File: config.mk
export PLATFORM = sky130hd
export DESIGN_NAME = enl_nand_glue
export DESIGN_NICKNAME = d
export VERILOG_FILES = /design/src/rtl/enl_pkg.sv /design/src/rtl/enl_lane_mux.sv /design/src/rtl/enl_nand_glue.sv
export SDC_FILE = /design/constraint.sdc
export NUM_CORES = 1
export LEC_CHECK = 0
export BUFFER_PORTS_ARGS = -buffer_cell sky130_fd_sc_hd__buf_2
export CAP_MARGIN = 20
export CORE_MARGIN = 10
export CORE_UTILIZATION = 42
export DETAILED_ROUTE_END_ITERATION = 7
export PLACE_DENSITY = 0.85
export RECOVER_POWER = 25
export SLEW_MARGIN = 15
export SYNTH_ARGS = -nofsm -noshare
export SYNTH_HDL_FRONTEND = slang
export SYNTH_SLANG_ARGS = --single-unit
export TNS_END_PERCENT = 5
File: constraint.sdc
create_clock -name clk_i -period 4.4 [get_ports clk_i]
set_input_delay 0.44 -clock clk_i [delete_from_list [all_inputs] [get_ports clk_i]]
set_output_delay 0.44 -clock clk_i [all_outputs]
set_load 0.05 [all_outputs]
File: src/rtl/enl_pkg.sv
package enl_pkg;

    // ==========================================================
    // Address map
    localparam logic [31:0] CS3_BASE        = 32'h4000_0000;
    localparam logic [31:0] CS3_LAST        = 32'h4fff_ffff;
    localparam int          ALE_ADDR_BIT    = 21;
    localparam int          CLE_ADDR_BIT    = 22;

    // ==========================================================
    // Data lanes
    localparam int          LANE_W          = 16;
    localparam int          BUS_W           = 32;

    // ==========================================================
    // Reset values of the configuration bits, extra DDR port count
    localparam logic        UPPER_LANE_RST  = 1'b0;
    localparam logic        MULTIPORT_RST   = 1'b0;
    localparam logic        CS1_ASSIGN_RST  = 1'b0;
    localparam logic        CS3_ASSIGN_RST  = 1'b0;
    localparam int          DDR_EXTRA_PORTS = 3;

    // ==========================================================
    // Boot chip select defaults
    localparam logic        BOOT_BYTE_SEL   = 1'b1;
    localparam logic [1:0]  BOOT_WIDTH_16   = 2'h1;
    localparam logic        BOOT_CS_CTRL    = 1'b1;

    // ==========================================================
    // Carriers
    typedef struct packed {
        logic nand_upper_lane_select;
        logic ddr_multiport_enable;
        logic cs1_sdram_assign;
        logic cs3_nand_assign;
    } enl_cfg_t;

    typedef struct packed {
        logic       byte_select;
        logic [1:0] data_width;
        logic       cs_controlled_rw;
    } enl_boot_t;

    typedef struct packed {
        logic read_strobe;
        logic write_strobe;
        logic ale;
        logic cle;
    } enl_nand_ctl_t;

endpackage

File: src/rtl/enl_lane_mux.sv
`timescale 1ns/1ps

module enl_lane_mux #(
    parameter int LANE_W = 16
) (
    // Clock and reset
    input  wire logic                clk_i,
    input  wire logic                rst_i,
    // Control
    input  wire logic                upper_i,
    input  wire logic                nand_sel_i,
    input  wire logic                write_i,
    // Controller side
    input  wire logic [LANE_W-1:0]   wdata_i,
    output logic      [LANE_W-1:0]   rdata_o,
    // Pin side
    input  wire logic [2*LANE_W-1:0] pad_d_i,
    output logic      [2*LANE_W-1:0] pad_d_o,
    output logic      [2*LANE_W-1:0] pad_d_oe_o
);

    logic [LANE_W-1:0]   rdata_nxt;
    logic [LANE_W-1:0]   rdata_r;
    logic [2*LANE_W-1:0] d_nxt;
    logic [2*LANE_W-1:0] d_r;
    logic [2*LANE_W-1:0] oe_nxt;
    logic [2*LANE_W-1:0] oe_r;

    // ==========================================================
    // Lane steering
    always_comb begin
        rdata_nxt = upper_i ? pad_d_i[2*LANE_W-1:LANE_W] : pad_d_i[LANE_W-1:0];
        d_nxt     = upper_i ? {wdata_i, {LANE_W{1'b0}}} : {{LANE_W{1'b0}}, wdata_i};
        oe_nxt    = '0;
        if (nand_sel_i && write_i) begin
            // Only the selected half is driven, the other lanes stay free
            oe_nxt = upper_i ? {{LANE_W{1'b1}}, {LANE_W{1'b0}}}
                             : {{LANE_W{1'b0}}, {LANE_W{1'b1}}};
        end
    end

    always_ff @(posedge clk_i or posedge rst_i) begin
        if (rst_i) begin
            rdata_r <= '0;
            d_r     <= '0;
            oe_r    <= '0;
        end else begin
            rdata_r <= rdata_nxt;
            d_r     <= d_nxt;
            oe_r    <= oe_nxt;
        end
    end

    assign rdata_o    = rdata_r;
    assign pad_d_o    = d_r;
    assign pad_d_oe_o = oe_r;

endmodule

File: src/rtl/enl_nand_glue.sv
`timescale 1ns/1ps
// Overview of operation
// - Lane bit picks lower or upper data lanes
// - Reset selects lower lanes, bit reads zero
// - Multiport bit opens three extra DDR ports
// - NAND strobes and write drive active only once assigned; CS3 select decodes always
// - Chip select three decodes 0x40000000..0x4fffffff
// - Controller strobes copied to NAND strobes
// - Strobes drop when address leaves region
// - A21 is ALE, A22 is CLE
// - CE and ready/busy handled by GPIO
// - CS1 assign bit hands CS1 to DDR
// - CS3 assign bit hands CS3 to NAND
// - Boot chip select defaults 16-bit, byte select

module enl_nand_glue #(
    parameter int LANE_W = enl_pkg::LANE_W
) (
    // Clock and reset
    input  wire logic                    clk_i,
    input  wire logic                    rst_i,
    // Configuration writes
    input  wire logic                    cfg_we_i,
    input  wire enl_pkg::enl_cfg_t       cfg_wdata_i,
    output enl_pkg::enl_cfg_t            cfg_o,
    // Static memory controller side
    input  wire logic [31:0]             smc_addr_i,
    input  wire logic                    smc_rd_i,
    input  wire logic                    smc_wr_i,
    input  wire logic [LANE_W-1:0]       smc_wdata_i,
    output logic      [LANE_W-1:0]       smc_rdata_o,
    // NAND pins
    output enl_pkg::enl_nand_ctl_t       nand_ctl_o,
    output logic                         chip_select_three_o,
    input  wire logic [2*LANE_W-1:0]     pad_d_i,
    output logic      [2*LANE_W-1:0]     pad_d_o,
    output logic      [2*LANE_W-1:0]     pad_d_oe_o,
    // Memory controller routing
    output logic                         cs1_to_ddr_o,
    output logic [enl_pkg::DDR_EXTRA_PORTS-1:0] ddr_port_en_o,
    output enl_pkg::enl_boot_t           boot_cfg_o
);

    // Lane width must leave both halves inside the 32 data lines
    if (LANE_W < 1 || 2 * LANE_W > enl_pkg::BUS_W) begin : g_bad_lane_w
        $error("LANE_W out of range");
    end

    enl_pkg::enl_cfg_t      cfg_r;
    enl_pkg::enl_cfg_t      cfg_nxt;
    enl_pkg::enl_nand_ctl_t ctl_r;
    enl_pkg::enl_nand_ctl_t ctl_nxt;
    logic                   cs3_r;
    logic                   cs3_nxt;
    logic                   in_cs3;

    // ==========================================================
    // Configuration bits
    always_comb begin
        cfg_nxt = cfg_r;
        if (cfg_we_i) begin
            // Lane choice is taken as written; keeping it legal with shared
            // devices or full-width SDRAM is left to software
            cfg_nxt = cfg_wdata_i;
        end
    end

    always_ff @(posedge clk_i or posedge rst_i) begin
        if (rst_i) begin
            cfg_r <= '{nand_upper_lane_select: enl_pkg::UPPER_LANE_RST,
                       ddr_multiport_enable:   enl_pkg::MULTIPORT_RST,
                       cs1_sdram_assign:       enl_pkg::CS1_ASSIGN_RST,
                       cs3_nand_assign:        enl_pkg::CS3_ASSIGN_RST};
        end else begin
            cfg_r <= cfg_nxt;
        end
    end

    // ==========================================================
    // Chip select three decode and strobes
    assign in_cs3 = (smc_addr_i >= enl_pkg::CS3_BASE)
                 && (smc_addr_i <= enl_pkg::CS3_LAST);

    always_comb begin
        cs3_nxt = in_cs3;
        ctl_nxt = '0;
        if (cfg_r.cs3_nand_assign && in_cs3) begin
            ctl_nxt.read_strobe  = smc_rd_i;
            ctl_nxt.write_strobe = smc_wr_i;
            // Cycle type comes only from the offset bits, no extra control
            ctl_nxt.ale = smc_addr_i[enl_pkg::ALE_ADDR_BIT];
            ctl_nxt.cle = smc_addr_i[enl_pkg::CLE_ADDR_BIT];
        end
    end

    always_ff @(posedge clk_i or posedge rst_i) begin
        if (rst_i) begin
            ctl_r <= '0;
            cs3_r <= 1'b0;
        end else begin
            ctl_r <= ctl_nxt;
            cs3_r <= cs3_nxt;
        end
    end

    // Strobes are gated again combinationally so they fall in the very
    // cycle the address leaves the region, not one later
    always_comb begin
        nand_ctl_o              = ctl_r;
        nand_ctl_o.read_strobe  = ctl_r.read_strobe && in_cs3;
        nand_ctl_o.write_strobe = ctl_r.write_strobe && in_cs3;
    end

    // CE and ready/busy live on GPIO; only the decoded select leaves here
    assign chip_select_three_o = cs3_r;

    // ==========================================================
    // Data lanes
    enl_lane_mux #(
        .LANE_W (LANE_W)
    ) u_lane_mux (
        .clk_i      (clk_i),
        .rst_i      (rst_i),
        .upper_i    (cfg_r.nand_upper_lane_select),
        .nand_sel_i (cfg_r.cs3_nand_assign && in_cs3),
        .write_i    (smc_wr_i),
        .wdata_i    (smc_wdata_i),
        .rdata_o    (smc_rdata_o),
        .pad_d_i    (pad_d_i),
        .pad_d_o    (pad_d_o),
        .pad_d_oe_o (pad_d_oe_o)
    );

    // ==========================================================
    // Routing outputs
    assign cfg_o         = cfg_r;
    assign cs1_to_ddr_o  = cfg_r.cs1_sdram_assign;
    // Single data rate parts must not see this; nothing here checks the type
    assign ddr_port_en_o = {enl_pkg::DDR_EXTRA_PORTS{cfg_r.ddr_multiport_enable}};

    assign boot_cfg_o = '{byte_select:      enl_pkg::BOOT_BYTE_SEL,
                          data_width:       enl_pkg::BOOT_WIDTH_16,
                          cs_controlled_rw: enl_pkg::BOOT_CS_CTRL};

endmodule

==> implementation parameters <==
Parameter                              Value

Timing
  Max frequency ... 0.418 GHz
  Setup TNS ... 0 ns
  Count of pins over their slew limit ... 0
  Min Tclk post-route ... 2.39 ns
  Worst hold slack ... 0.325 ns
  Worst relative slew slack ... 0.305
  Worst-margin pin slew ... 1.03 ns
  Final worst clock skew ... ~0.008 ns
  Final WS setup ... 2.01 ns
  Count of endpoints failing hold in the final timing report ... 0
  Share of the cycle needed by the critical path after routing ... 0.544
  Setup repair after global routing missed its margin ... false
  Setup violators final ... 0

Clock network
  Clock Tree Buf Depth ... 2
  CTS HTree Levels ... 3
  Number of hold buffers added after CTS ... 0
  Register clock-pin slew on the reported worst setup and hold paths ... about 0.060 ns
  Clock sink count ... 59
  Root Buffer ... sky130_fd_sc_hd__clkbuf_8
  TritonCTS clock tree ... done
  Number of post-CTS setup repair buffers ... 0
  Clock latency at the later pin of the worst-skew pair ... 0.32 ns
  Total CTS buffers ... 9
  Cts repair resizes ... 0

Synth
  Synth Register Bits ... 59
  Post-synthesis cell area ... ~2300 um2
  Async set-reset flop share out of synthesis ... 1.00
  Instance count of the mapped netlist ... 169
  Top post-synthesis cells by count ... sky130_fd_sc_hd__dfrtp_1 (59), sky130_fd_sc_hd__buf_4 (42), sky130_fd_sc_hd__mux2_2 (20)
  Post-synthesis cell type with the largest combined area ... sky130_fd_sc_hd__dfrtp_1
  Cells taking the most area after synthesis ... sky130_fd_sc_hd__dfrtp_1 (63%), sky130_fd_sc_hd__buf_4 (14%), sky130_fd_sc_hd__mux2_2 (9.7%), sky130_fd_sc_hd__and2_1 (4.3%), sky130_fd_sc_hd__nor2b_1 (4.3%)
  Top-area cell type share of the netlist area ... 0.633
  Register area share after synthesis ... 0.633
  Most frequently used flop master after synthesis ... sky130_fd_sc_hd__dfrtp_1
  Most used standard cell by instance count after synthesis ... sky130_fd_sc_hd__dfrtp_1
  Distinct cell type count after synthesis ... 14
  Synth Area per Inst ... 13.8 um2
  Number of enable flip-flop cells after synthesis ... 0
  YS warnings ... 0

Setup path
  Startpoint type of the worst setup path ... input port
  Cell with the largest stage delay on the worst path ... sky130_fd_sc_hd__nor4b_1
  CP Buf/Inv Count ... 2
  Count of cells along the worst register-to-register path ... 2
  Path length in cells of the critical path ... 4
  Critical Path RT ... 3.96 ns
  Worst path arrival time ... between 1.5 and 2 ns
  Sort of element at the end of the critical path ... output pin
  Worst path cell trace ... buf_2 > nor4b_1 > and2_2 > buf_2
  Peak fanout along the critical path ... 9
  Critical path's most frequent cell ... sky130_fd_sc_hd__buf_2
  Cell family with the largest share of critical-path delay ... simple AND/OR/NAND/NOR gates
  WS Path Type ... input port to output pin
  Delay contributed by the slowest stage of the critical path ... 0.88 ns

Power and ir drop
  Largest voltage drop on the vdd net ... 0.000239 V
  Static leakage power ... 1.77 nW
  P per Cell Area ... 462 nW/um2
  Total power draw ... roughly 1.4 mW

Routing
  Iteration-0 DRC count of the detailed router ... 17
  Number of nets with antenna violations after routing ... 0
  DRC Markers ... 0
  Vias post-DR ... ~1600
  Vias/cell ... ~4.3
  Routed wire length per instance ... around 15 um
  Router iterations before antenna repair ... 4
  Wire length reported by the detailed router ... 5710 um

GRT
  Number of antenna violations at the first check in global routing ... 1
  Overall track demand over capacity in global routing ... 0.121
  Pin count of the biggest net entering global routing ... 60
  First-pass GRT wire length ... 8370 um
  Gr ovfl total ... 0
  Via count of the first global-routing pass ... roughly 1800

Layout
  Total of fill cells in the finished design ... approximately 460
  Number of nets at the end of the flow ... 382
  Post-synthesis to final-layout area growth ... 32.3%
  Share of post-route cells with drive strength above 1 ... 0.668
  Cell Count, Final, Fillers Out ... 370
  Ant. Diodes ... 0

Floorplan
  Die Height ... around 95 um
  Ports ... 186
  Die width ... 94.5 um
  Number of rows in the core area ... 27
  Die Footprint ... slightly below 9000 um2
  Initial cell density of the core ... 0.429
  Area of the core ... approximately 5400 um2

Placed design
  Number of buffers added on ports ... between 150 and 200
  Cell total after placement ... 354
  Final estimated routing congestion in global placement ... 0.721
  Setup slack after placement ... between 2 and 2.5 ns
  DP Wirelength ... 4550 um

Worst hold path
  Worst hold path type ... input port to async pin

Flow run
  # Max-Cap Violations ... 0

Status
  Run status ... complete, no violations
area by class of cell:
type / count / area [um2] / area share
flip-flops and latches: 59 / 1480 / 0.478
multi-input cells: 65 / 513 / 0.166
inverters: 1 / 3.75 / 0.00122
well taps: 72 / 90.1 / 0.0292
repair buffers: 157 / 791 / 0.256
clock buffers: 12 / 165 / 0.0535
clock inverters: 4 / 47.5 / 0.0154
worst register-to-register path, stage by stage, from the launching register on:
cell	delay, ns
sky130_fd_sc_hd__dfrtp_1	0.71
sky130_fd_sc_hd__buf_4	0.42
sky130_fd_sc_hd__mux2_2	0.39
per-layer routing:
layer  track usage  vias up  part of all wire
met1         0.104      734              0.30
met3        0.0841       11              0.18
met2         0.212       96              0.51
met4        0.0524        2             0.011
li1              -      737                 -
met5             0        -            0.0021
per-stage QoR:
step / instance area, um2 / utilization
5_1_grt: 3090 / 0.568
3_3_place_gp: 2890 / 0.531
2_1_floorplan: 2340 / -
4_1_cts: 3100 / 0.570
3_5_place_dp: 2890 / 0.531
6_report: 3090 / 0.568
path summary, 6_finish.rpt:
kind	from	end	slack, ns
setup / recovery	smc_addr_i[31]	nand_ctl_o[2]	2.01
hold / removal	rst_i	u_lane_mux.pad_d_oe_o[30]$_DFF_PP0_	0.33
setup reg to reg	cfg_o[3]$_DFFE_PP0P_	u_lane_mux.rdata_o[15]$_DFF_PP0_	2.76
hold reg to reg	cs1_to_ddr_o$_DFFE_PP0P_	cs1_to_ddr_o$_DFFE_PP0P_	0.52
max in group asynchronous	rst_i	u_lane_mux.rdata_o[5]$_DFF_PP0_	3.61
min in group clk_i	smc_wdata_i[5]	u_lane_mux.pad_d_o[21]$_DFF_PP0_	0.33
sequential cells by signal (all words and copies together) (netlist names):
signal,flops
cfg_o,3
chip_select_three_o,1
u_lane_mux.pad_d_oe_o,2
ctl_r,2
u_lane_mux.rdata_o,16
cs1_to_ddr_o,1
u_lane_mux.pad_d_o,32
nand_ctl_o,2
power by group:
part           total (mW)  internal [mW]  switching (mW)
registers           0.600          0.583          0.0172
logic               0.319         0.0816           0.237
clock network       0.507          0.306           0.201
total                1.43          0.971           0.456
cells in the final DEF, fill, tap and decap left out, drive strengths merged:
cell and n:
clkinv 2, nor2b 16, dfrtp 59, clkinvlp 1, inv 1, mux2 20, clkbuf 12, and3 4
and4 1, conb 4, and2 18, and4b 1, buf 157, bufinv 1, nor4b 1
kinds of logic (layout without fill, tap and decap cells):
| logic type | Yosys count | in the layout | share of synthesized area |
|---|---|---|---|
| and+or+nand+nor | 41 | 41 | 0.123 |
| muxes | 20 | 20 | 0.0966 |
| other | 2 | 4 | 0.00322 |
| buffers and inverters | 47 | 174 | 0.144 |
| DFF | 59 | 59 | 0.633 |
No activity file was read; power rests on OpenSTA's default activity.
